### src/core/msm_map.vh
// offsets, field positions, reset values and timing counts of the monitor
// assumes inclusion by msm_monitor.v and the test bench; byte addresses on a 32-bit bus
`ifndef MSM_MAP_VH
`define MSM_MAP_VH
`define MSM_NUM_IN         24
`define MSM_OFF_CONFIG     8'h00
`define MSM_OFF_IN_EN      8'h04
`define MSM_OFF_EDGE_RISE  8'h08
`define MSM_OFF_EDGE_FALL  8'h0C
`define MSM_OFF_THR_A      8'h10
`define MSM_OFF_THR_B      8'h14
`define MSM_OFF_WET_A      8'h18
`define MSM_OFF_WET_B      8'h1C
`define MSM_OFF_ANA_MODE   8'h20
`define MSM_OFF_COMP_STAT  8'h24
`define MSM_OFF_EVT_STAT   8'h28
`define MSM_OFF_IRQ_STAT   8'h2C
`define MSM_OFF_IRQ_MASK   8'h30
`define MSM_OFF_ANA_THR    8'h34
`define MSM_OFF_POLL_TIME  8'h38
`define MSM_OFF_POLL_ACT   8'h3C
`define MSM_OFF_ADC_BASE   8'h40
`define MSM_OFF_ADC_LAST   8'h9C
`define MSM_CFG_TRIG       0
`define MSM_CFG_POLL       1
`define MSM_CFG_FILT_LO    4
`define MSM_CFG_FILT_HI    7
`define MSM_IRQ_SWITCH     0
`define MSM_IRQ_ANALOG     1
`define MSM_IRQ_PIN        8
`define MSM_FLAG_POS       30
`define MSM_FILT_RST       4'h3
`define MSM_THR_2V0        2'h0
`define MSM_THR_2V7        2'h1
`define MSM_THR_3V0        2'h2
`define MSM_THR_4V0        2'h3
`define MSM_WET_0MA        2'h0
`define MSM_WET_1MA        2'h1
`define MSM_ANA_THR_RST    10'h200
`define MSM_POLL_TIME_RST  16'hFA00
`define MSM_POLL_ACT_RST   16'h0040
`define MSM_CLK_HZ         50000000
`define MSM_TICK_US        1
`define MSM_TICK_CYC       ((`MSM_CLK_HZ / 1000000) * `MSM_TICK_US)
`endif

### src/core/msm_monitor.v
// switch input monitor: filtered comparator states, adc results, polling, interrupt
// assumes an analog front end that presents comparator and adc data, stable
// around each rising edge of sample_clk_in, and an avalon-mm master on sys_clk_in
// Contract
// - each of 24 inputs has a comparator threshold select of four levels.
// - threshold select resets to the 2.0 V level.
// - no sampling until the trigger bit is set; host sets it after setup.
// - per input, rising, falling or both edges may raise an event.
// - a change is valid only after persisting the configured sample count.
// - a filtered change on an enabled selected input drives the interrupt low.
// - interrupt is open drain; its falling edge comes from a change event.
// - every read returns status flags, including the switch change flag.
// - comparator status bit n shows the state of input n.
// - per-input wetting current select, one setting gives 1 mA.
// - analog inputs sample with zero wetting current.
// - analog inputs store a 10-bit result after every sample; each sample stores only the channel on adc_chan_in, if enabled.
// - adc results are readable any time, giving the latest sample.
// - an analog value crossing the programmed threshold raises an interrupt.
// - polling mode samples only in an active window of each period.
`include "msm_map.vh"
module msm_monitor (
    input  wire        sys_clk_in,
    input  wire        rst_in,
    input  wire [7:0]  avs_address_in,
    input  wire        avs_read_in,
    input  wire        avs_write_in,
    input  wire [31:0] avs_writedata_in,
    output reg  [31:0] avs_readdata_out,
    output reg         avs_waitrequest_out,
    input  wire        sample_clk_in,
    input  wire [23:0] comp_in,
    input  wire [9:0]  adc_data_in,
    input  wire [4:0]  adc_chan_in,
    output reg  [47:0] thr_sel_out,
    output reg  [47:0] wet_sel_out,
    output reg  [23:0] in_en_out,
    output reg  [23:0] ana_mode_out,
    output reg         poll_active_out,
    input  wire        irq_n_in,
    output reg         irq_n_out,
    output reg         irq_oe_out,
    output reg         irq_out
);
    localparam integer TICK_LAST_I = `MSM_TICK_CYC - 1;
    localparam integer NUM_IN_I    = `MSM_NUM_IN;
    localparam [5:0]   TICK_LAST   = TICK_LAST_I[5:0];
    localparam [4:0]   NUM_IN      = NUM_IN_I[4:0];

    reg [31:0] cfg_reg;
    reg [23:0] in_en_reg;
    reg [23:0] rise_en_reg;
    reg [23:0] fall_en_reg;
    reg [47:0] thr_reg;
    reg [47:0] wet_reg;
    reg [23:0] ana_mode_reg;
    reg [23:0] comp_stat_reg;
    reg [23:0] evt_stat_reg;
    reg [1:0]  irq_stat_reg;
    reg [1:0]  irq_mask_reg;
    reg [9:0]  ana_thr_reg;
    reg [15:0] poll_time_reg;
    reg [15:0] poll_act_reg;
    reg [15:0] poll_cnt_reg;
    reg [5:0]  tick_cnt_reg;
    reg [23:0] ana_above_reg;
    reg [23:0] ana_seen_reg;
    reg [3:0]  filt_cnt_reg [0:23];
    reg [9:0]  adc_res_reg  [0:23];
    // two-stage synchronisers, third stage only for the sample clock edge
    reg        samp_s1_reg;
    reg        samp_s2_reg;
    reg        samp_s3_reg;
    reg [23:0] comp_s1_reg;
    reg [23:0] comp_s2_reg;
    reg [9:0]  adc_s1_reg;
    reg [9:0]  adc_s2_reg;
    reg [4:0]  chan_s1_reg;
    reg [4:0]  chan_s2_reg;
    reg        pin_s1_reg;
    reg        pin_s2_reg;

    reg [23:0] reach;
    reg [23:0] sw_set;
    reg [23:0] evt_clr;
    reg [1:0]  irq_set;
    reg [1:0]  irq_clr;
    reg [31:0] rd_val;
    reg        ana_hit;
    reg        ch_ok;
    reg        above_now;
    reg [3:0]  filt_eff;
    integer    i;
    integer    j;

    wire       fire     = (avs_read_in | avs_write_in) & avs_waitrequest_out;
    wire       wr_fire  = fire & avs_write_in;
    wire       rd_fire  = fire & avs_read_in;
    wire       samp_edge = samp_s2_reg & ~samp_s3_reg;
    wire       trig     = cfg_reg[`MSM_CFG_TRIG];
    wire       poll_en  = cfg_reg[`MSM_CFG_POLL];
    wire       poll_win = poll_cnt_reg < poll_act_reg;
    wire       us_tick  = tick_cnt_reg == TICK_LAST;
    // polling gates samples to the active window
    wire       sample_ok = samp_edge & trig & (~poll_en | poll_win);
    wire       is_adc   = (avs_address_in >= `MSM_OFF_ADC_BASE) &&
                          (avs_address_in <= `MSM_OFF_ADC_LAST) &&
                          (avs_address_in[1:0] == 2'h0);
    wire [7:0] adc_off  = avs_address_in - `MSM_OFF_ADC_BASE;
    wire [4:0] adc_idx  = adc_off[6:2];
    wire [1:0] irq_act  = irq_stat_reg & irq_mask_reg;

    // sticky flag update where a set in the same cycle beats the clear
    function [23:0] sticky;
        input [23:0] cur;
        input [23:0] set;
        input [23:0] clr;
        begin
            sticky = set | (cur & ~clr);
        end
    endfunction

    // channel lookup that reads zero past the last input
    function pick;
        input [23:0] vec;
        input [4:0]  idx;
        begin
            pick = (idx < NUM_IN) ? vec[idx] : 1'b0;
        end
    endfunction

    always @*
    begin
        filt_eff = cfg_reg[`MSM_CFG_FILT_HI:`MSM_CFG_FILT_LO];
        if (filt_eff == 4'h0)
        begin
            filt_eff = 4'h1;
        end
        for (i = 0; i < `MSM_NUM_IN; i = i + 1)
        begin
            // change counts only while it persists
            reach[i] = in_en_reg[i] & ~ana_mode_reg[i] &
                       (comp_s2_reg[i] != comp_stat_reg[i]) &
                       (({1'b0, filt_cnt_reg[i]} + 5'h01) >= {1'b0, filt_eff});
        end
        sw_set = {24{sample_ok}} & reach &
                 ((comp_s2_reg & rise_en_reg) | (~comp_s2_reg & fall_en_reg));
        ch_ok = pick(ana_mode_reg, chan_s2_reg) &
                pick(in_en_reg, chan_s2_reg);
        above_now = adc_s2_reg >= ana_thr_reg;
        ana_hit = sample_ok & ch_ok & pick(ana_seen_reg, chan_s2_reg) &
                  (above_now != pick(ana_above_reg, chan_s2_reg));
        irq_set = {ana_hit, |sw_set};
        irq_clr = 2'h0;
        evt_clr = 24'h00_0000;
        if (wr_fire && avs_address_in == `MSM_OFF_EVT_STAT)
        begin
            evt_clr = avs_writedata_in[23:0];
        end
        if (wr_fire && avs_address_in == `MSM_OFF_IRQ_STAT)
        begin
            irq_clr = avs_writedata_in[1:0];
        end
        // reading the interrupt status clears flags and events
        if (rd_fire && avs_address_in == `MSM_OFF_IRQ_STAT)
        begin
            irq_clr = 2'h3;
            evt_clr = 24'hFF_FFFF;
        end
        rd_val = 32'h0000_0000;
        if (avs_address_in == `MSM_OFF_CONFIG)
            rd_val = {24'h00_0000, cfg_reg[7:0]};
        else if (avs_address_in == `MSM_OFF_IN_EN)
            rd_val = {8'h00, in_en_reg};
        else if (avs_address_in == `MSM_OFF_EDGE_RISE)
            rd_val = {8'h00, rise_en_reg};
        else if (avs_address_in == `MSM_OFF_EDGE_FALL)
            rd_val = {8'h00, fall_en_reg};
        else if (avs_address_in == `MSM_OFF_THR_A)
            rd_val = {8'h00, thr_reg[23:0]};
        else if (avs_address_in == `MSM_OFF_THR_B)
            rd_val = {8'h00, thr_reg[47:24]};
        else if (avs_address_in == `MSM_OFF_WET_A)
            rd_val = {8'h00, wet_reg[23:0]};
        else if (avs_address_in == `MSM_OFF_WET_B)
            rd_val = {8'h00, wet_reg[47:24]};
        else if (avs_address_in == `MSM_OFF_ANA_MODE)
            rd_val = {8'h00, ana_mode_reg};
        else if (avs_address_in == `MSM_OFF_COMP_STAT)
            rd_val = {8'h00, comp_stat_reg};
        else if (avs_address_in == `MSM_OFF_EVT_STAT)
            rd_val = {8'h00, evt_stat_reg};
        else if (avs_address_in == `MSM_OFF_IRQ_STAT)
            rd_val = {23'h00_0000, pin_s2_reg, 6'h00, irq_stat_reg};
        else if (avs_address_in == `MSM_OFF_IRQ_MASK)
            rd_val = {30'h0000_0000, irq_mask_reg};
        else if (avs_address_in == `MSM_OFF_ANA_THR)
            rd_val = {22'h00_0000, ana_thr_reg};
        else if (avs_address_in == `MSM_OFF_POLL_TIME)
            rd_val = {16'h0000, poll_time_reg};
        else if (avs_address_in == `MSM_OFF_POLL_ACT)
            rd_val = {16'h0000, poll_act_reg};
        // latest result readable at any time
        else if (is_adc)
            rd_val = {22'h00_0000, adc_res_reg[adc_idx]};
        rd_val[`MSM_FLAG_POS+1:`MSM_FLAG_POS] = irq_stat_reg;
    end

    always @(posedge sys_clk_in or posedge rst_in)
    begin
        if (rst_in)
        begin
            cfg_reg       <= {24'h00_0000, `MSM_FILT_RST, 4'h0};
            in_en_reg     <= 24'h00_0000;
            rise_en_reg   <= 24'h00_0000;
            fall_en_reg   <= 24'h00_0000;
            // all thresholds start at 2.0 V
            thr_reg       <= {24{`MSM_THR_2V0}};
            wet_reg       <= {24{`MSM_WET_0MA}};
            ana_mode_reg  <= 24'h00_0000;
            comp_stat_reg <= 24'h00_0000;
            evt_stat_reg  <= 24'h00_0000;
            irq_stat_reg  <= 2'h0;
            irq_mask_reg  <= 2'h0;
            ana_thr_reg   <= `MSM_ANA_THR_RST;
            poll_time_reg <= `MSM_POLL_TIME_RST;
            poll_act_reg  <= `MSM_POLL_ACT_RST;
            poll_cnt_reg  <= 16'h0000;
            tick_cnt_reg  <= 6'h00;
            ana_above_reg <= 24'h00_0000;
            ana_seen_reg  <= 24'h00_0000;
            for (j = 0; j < `MSM_NUM_IN; j = j + 1)
            begin
                filt_cnt_reg[j] <= 4'h0;
                adc_res_reg[j]  <= 10'h000;
            end
            samp_s1_reg <= 1'b0;
            samp_s2_reg <= 1'b0;
            samp_s3_reg <= 1'b0;
            comp_s1_reg <= 24'h00_0000;
            comp_s2_reg <= 24'h00_0000;
            adc_s1_reg  <= 10'h000;
            adc_s2_reg  <= 10'h000;
            chan_s1_reg <= 5'h00;
            chan_s2_reg <= 5'h00;
            pin_s1_reg  <= 1'b1;
            pin_s2_reg  <= 1'b1;
            avs_readdata_out    <= 32'h0000_0000;
            avs_waitrequest_out <= 1'b1;
            thr_sel_out     <= {24{`MSM_THR_2V0}};
            wet_sel_out     <= {24{`MSM_WET_0MA}};
            in_en_out       <= 24'h00_0000;
            ana_mode_out    <= 24'h00_0000;
            poll_active_out <= 1'b0;
            irq_n_out       <= 1'b0;
            irq_oe_out      <= 1'b0;
            irq_out         <= 1'b0;
        end
        else
        begin
            samp_s1_reg <= sample_clk_in;
            samp_s2_reg <= samp_s1_reg;
            samp_s3_reg <= samp_s2_reg;
            comp_s1_reg <= comp_in;
            comp_s2_reg <= comp_s1_reg;
            adc_s1_reg  <= adc_data_in;
            adc_s2_reg  <= adc_s1_reg;
            chan_s1_reg <= adc_chan_in;
            chan_s2_reg <= chan_s1_reg;
            pin_s1_reg  <= irq_n_in;
            pin_s2_reg  <= pin_s1_reg;

            // one wait cycle, then a single acknowledge cycle
            avs_waitrequest_out <= ~fire;
            if (rd_fire)
            begin
                avs_readdata_out <= rd_val;
            end
            if (wr_fire)
            begin
                if (avs_address_in == `MSM_OFF_CONFIG)
                    cfg_reg <= {24'h00_0000, avs_writedata_in[7:4], 2'h0,
                                avs_writedata_in[1:0]};
                else if (avs_address_in == `MSM_OFF_IN_EN)
                    in_en_reg <= avs_writedata_in[23:0];
                else if (avs_address_in == `MSM_OFF_EDGE_RISE)
                    rise_en_reg <= avs_writedata_in[23:0];
                else if (avs_address_in == `MSM_OFF_EDGE_FALL)
                    fall_en_reg <= avs_writedata_in[23:0];
                else if (avs_address_in == `MSM_OFF_THR_A)
                    thr_reg[23:0] <= avs_writedata_in[23:0];
                else if (avs_address_in == `MSM_OFF_THR_B)
                    thr_reg[47:24] <= avs_writedata_in[23:0];
                else if (avs_address_in == `MSM_OFF_WET_A)
                    wet_reg[23:0] <= avs_writedata_in[23:0];
                else if (avs_address_in == `MSM_OFF_WET_B)
                    wet_reg[47:24] <= avs_writedata_in[23:0];
                else if (avs_address_in == `MSM_OFF_ANA_MODE)
                    ana_mode_reg <= avs_writedata_in[23:0];
                else if (avs_address_in == `MSM_OFF_IRQ_MASK)
                    irq_mask_reg <= avs_writedata_in[1:0];
                else if (avs_address_in == `MSM_OFF_ANA_THR)
                    ana_thr_reg <= avs_writedata_in[9:0];
                else if (avs_address_in == `MSM_OFF_POLL_TIME)
                    poll_time_reg <= avs_writedata_in[15:0];
                else if (avs_address_in == `MSM_OFF_POLL_ACT)
                    poll_act_reg <= avs_writedata_in[15:0];
            end

            evt_stat_reg <= sticky(evt_stat_reg, sw_set, evt_clr);
            irq_stat_reg <= irq_set | (irq_stat_reg & ~irq_clr);

            // period and active window in microsecond ticks
            tick_cnt_reg <= us_tick ? 6'h00 : tick_cnt_reg + 6'h01;
            if (!trig || !poll_en)
                poll_cnt_reg <= 16'h0000;
            else if (us_tick)
                poll_cnt_reg <= (poll_cnt_reg + 16'h0001 >= poll_time_reg) ?
                                16'h0000 : poll_cnt_reg + 16'h0001;

            if (sample_ok)
            begin
                for (j = 0; j < `MSM_NUM_IN; j = j + 1)
                begin
                    // commit after persisting, restart count on bounce
                    if (reach[j])
                    begin
                        comp_stat_reg[j] <= comp_s2_reg[j];
                        filt_cnt_reg[j]  <= 4'h0;
                    end
                    else if (in_en_reg[j] && !ana_mode_reg[j] &&
                             comp_s2_reg[j] != comp_stat_reg[j])
                        filt_cnt_reg[j] <= filt_cnt_reg[j] + 4'h1;
                    else
                        filt_cnt_reg[j] <= 4'h0;
                    if (ana_mode_reg[j])
                        comp_stat_reg[j] <= 1'b0;
                end
                // store result of the converted channel
                if (ch_ok)
                begin
                    adc_res_reg[chan_s2_reg]   <= adc_s2_reg;
                    ana_above_reg[chan_s2_reg] <= above_now;
                    ana_seen_reg[chan_s2_reg]  <= 1'b1;
                end
            end

            thr_sel_out  <= thr_reg;
            in_en_out    <= in_en_reg;
            ana_mode_out <= ana_mode_reg;
            for (j = 0; j < `MSM_NUM_IN; j = j + 1)
            begin
                // analog inputs get no wetting current
                wet_sel_out[2*j +: 2] <= ana_mode_reg[j] ? `MSM_WET_0MA : wet_reg[2*j +: 2];
            end
            poll_active_out <= trig & (~poll_en | poll_win);
            // unmasked event pulls the line low
            // open drain, only ever driven low
            irq_n_out  <= 1'b0;
            irq_oe_out <= |irq_act;
            irq_out    <= |irq_act;
        end
    end
endmodule // msm_monitor

### config.mk
export PLATFORM = sky130hd
export DESIGN_NAME = msm_monitor
export DESIGN_NICKNAME = d
export VERILOG_FILES = /design/src/core/msm_monitor.v
export VERILOG_INCLUDE_DIRS = /design/src /design/src/core
export SDC_FILE = /design/constraint.sdc
export NUM_CORES = 2
export LEC_CHECK = 0
export ABC_AREA = 1
export BUFFER_PORTS_ARGS = -buffer_cell sky130_fd_sc_hd__buf_2
export CORE_ASPECT_RATIO = 2
export CORE_MARGIN = 2
export CORE_UTILIZATION = 55
export CTS_CLUSTER_SIZE = 14
export DETAILED_ROUTE_END_ITERATION = 6
export MAX_ROUTING_LAYER = met4
export PLACE_DENSITY_LB_ADDON = 0.08
export SYNTH_ARGS = -nofsm -noshare
export SYNTH_HDL_FRONTEND = slang
export SYNTH_SLANG_ARGS = --single-unit
### constraint.sdc
create_clock -name sys_clk_in -period 30 [get_ports sys_clk_in]
set_input_delay 4.5 -clock sys_clk_in [delete_from_list [all_inputs] [get_ports sys_clk_in]]
set_output_delay 4.5 -clock sys_clk_in [all_outputs]
set_load 0.005 [all_outputs]
==> metrics <==
kind of critical path=in -> reg; Max Slew Vio Count=0; Pwr Density=around 56 mW/mm^2; final hold vios=0; top post-synthesis cells by count=nand2_1 (1198), dfrtp_1 (941), o21ai_0 (808); wire length per cell=about 24 um; Post-synth ARST share=between 90% and 100%; CTS tree=yes; Setup violations, final=0; via total after detailed routing=36319; Synth Area per Inst=slightly below 9 um^2; Top FF cell, synth=dfrtp_1; r2r endpoint=poll_cnt_reg[12]; hold_sp=adc_s1_reg[8]; drt initial violations=roughly 3200; WP data arrival=9470 ps; core area=0.07801 mm^2; fill cell count=about 7000; status=finished clean; final core occ=62.04%; Hold Crit Depth=0; FF+latch count, synth=954; vias in the first global route=~35000; synthesized instance count=a little under 5000; number of synthesized flops with an enable pin=0; synth unique cells=45; Post-Route Skew=32.38 ps; Clock transition at path regs=roughly 70 ps; Max FO, Critical Path=33; post-CTS sizing=0; hold_ws=between 300 and 400 ps; initial antenna violation count=3; number of port buffers=250; Simple-Gate Fraction of Synth Area=16.08%; placed cell count=around 6000; max reg flops=between 200 and 250; # Post-CTS Setup Buffers=0; Starting Density=between 50% and 60%; Rows=roughly 150; largest family of logic cells by synthesized area=simple AND/OR/NAND/NOR gates; worst endpoint required time=slightly above 30000 ps; Die ar.=0.08120 mm^2; Pre-antenna DRT Iters=5; area share of fa/ha/maj cells after synthesis=approximately 4.7%; grt ovf=0; Synth Warn #=0; layout cells sized above 1=under 10%; VDD IR max=about 45 uV; top cell type's share of synthesized area=between 50% and 60%; Root Buffer=clkbuf_16; Final #Nets=~5300; Worst Hold End=adc_s2_reg[8]; CP endpoint kind=flop; GPL Wtd Cong=approximately 0.97; worst-margin pin slew=1172 ps; startpoint type of the worst setup path=primary input; Max-slew headroom=~22%; largest net degree at the start of global routing=157; first-pass GRT wire length=approximately 220 mm; Worst Hold Class=reg -> reg; Max Clk Rate=0.1126 GHz; synthesized area=approximately 0.043 mm^2; CTS buffer count=slightly below 90; Die W=~200 um; Detail Route Antenna Nets=0; num ports=between 200 and 300; post-synthesis mux area share=less than 1%; leakage=0.02337 uW; CTS Hold Bufs=0; Area growth syn-to-layout=11.66%; Crit Reg-Reg Startpoint=poll_cnt_reg[0]; vias per cell=just under 6; area leader, netlist=dfrtp_1; die extent in y=about 400 um; TritonCTS Sinks=about 950; DP HPWL=approximately 100 mm; H-tree levels=3; r2r worst-path depth=21; xor-xnor portion of the synthesized cell area=1.212%; DRC violation count after routing=0; compound-gate portion of the synthesized area=16.02%; Max-Cap Viols=0; Final Non-Filler Cells=between 6000 and 7000; RSZ-0062 raised after global routing=false; clk buf depth=3; Tcrit/Tclk final=29.61%; setup_tns=0 ps; final WL=146.6 mm; Clock Latency Late Sink=710 ps; top cells by area, synth=dfrtp_1 (54%), nand2_1 (10%), o21ai_0 (9.3%), ha_1 (4.7%), inv_1 (4.4%); register area share after synthesis=approximately 55%; most common cell in the netlist=nand2_1; total track usage=about 38%; R2R Setup Slk=~24000 ps; post-layout min period=approximately 9000 ps
[critical path: stages]
cell and delay (ps):
buf_2 300, nand2_2 740, clkinv_1 910, nand2_1 370
inv_1 110, nand2_1 460, clkinv_1 840, nor2_1 370
inv_1 140, a21oi_1 140, nand4_1 110, nand2_1 70
nand2_1 50, nand2_1 60, nand2_1 110, nand2_1 110
nand2_1 60
[placed cells by master, fill, tap and decap left out, types with 13 or more instances in the layout]
master / instances
o22ai_1: 112
nor3_1: 13
xor2_1: 58
nand3_1: 191
inv_1: 501
o21a_1: 24
nor2_2: 13
clkinv_2: 13
clkbuf_8: 22
clkbuf_1: 20
a211oi_1: 44
buf_2: 250
o21ai_1: 14
o211ai_1: 21
nand4_1: 71
a22oi_1: 20
a21oi_1: 155
ha_1: 164
nand2_1: 1191
clkbuf_16: 88
a221oi_1: 32
dfstp_2: 13
dfrtp_1: 941
nor2_1: 215
o21ai_0: 808
buf_4: 51
[worst max-delay path by stage]
stage,from,endpoint,slack (ps),depth (start not counted)
floorplan,rst_in,adc_res_reg[0],12380,1
global placement,avs_address_in[2],avs_readdata_out[10],20600,15
detailed placement,avs_address_in[2],avs_readdata_out[5],20630,15
CTS,avs_address_in[2],avs_readdata_out[3],21350,17
global route,avs_address_in[2],avs_readdata_out[3],21070,17
finish,avs_address_in[2],avs_readdata_out[3],21120,17
[metrics by stage]
step | setup WS, ps | power, uW | instance area, um^2
6_report | 21120 | 2708 | 48400
5_1_grt | 21070 | 2796 | 48390
4_1_cts | 21350 | 2720 | 48380
3_5_place_dp | 20630 | 1553 | 45430
3_3_place_gp | 20600 | 1549 | 45430
2_1_floorplan | 12380 | 1474 | 43370
[cells by family after synthesis]
kind of cell,count (synthesis)
and+or+nand+nor,1721
AOI/OAI and AO/OA,1259
buffers and inverters,758
muxes,4
DFF,954
adders and majority gates,164
xor gates and xnor gates,60
other,1
[area by class of cell]
type,instances,area (um^2),share of cell area (%)
timing repair buffer,303,1674,3.459
multi-input combinational,3215,16620,34.35
antenna,6,15.01,0.03102
tap,1029,1287,2.660
clock inverter,25,372.9,0.7704
sequential,954,23890,49.36
inverter,519,1953,4.036
clock buffer,130,2580,5.331
[power by group]
part	switching, uW	leakage [uW]	total [uW]	internal, uW
clock network	506	0.00146	1180	672
logic	133	0.00899	186	53.5
registers	28.7	0.0129	1340	1320
[routing by layer]
layer | GRT usage (%) | up-vias | wire length (um)
met5 | - | - | 0
met4 | 31.80 | 0 | 14890
met3 | 6.005 | 560 | 10260
met2 | 59.85 | 1627 | 70150
met1 | 41.38 | 17528 | 51320
li1 | - | 16604 | -
(Power assumes the default switching activity.)
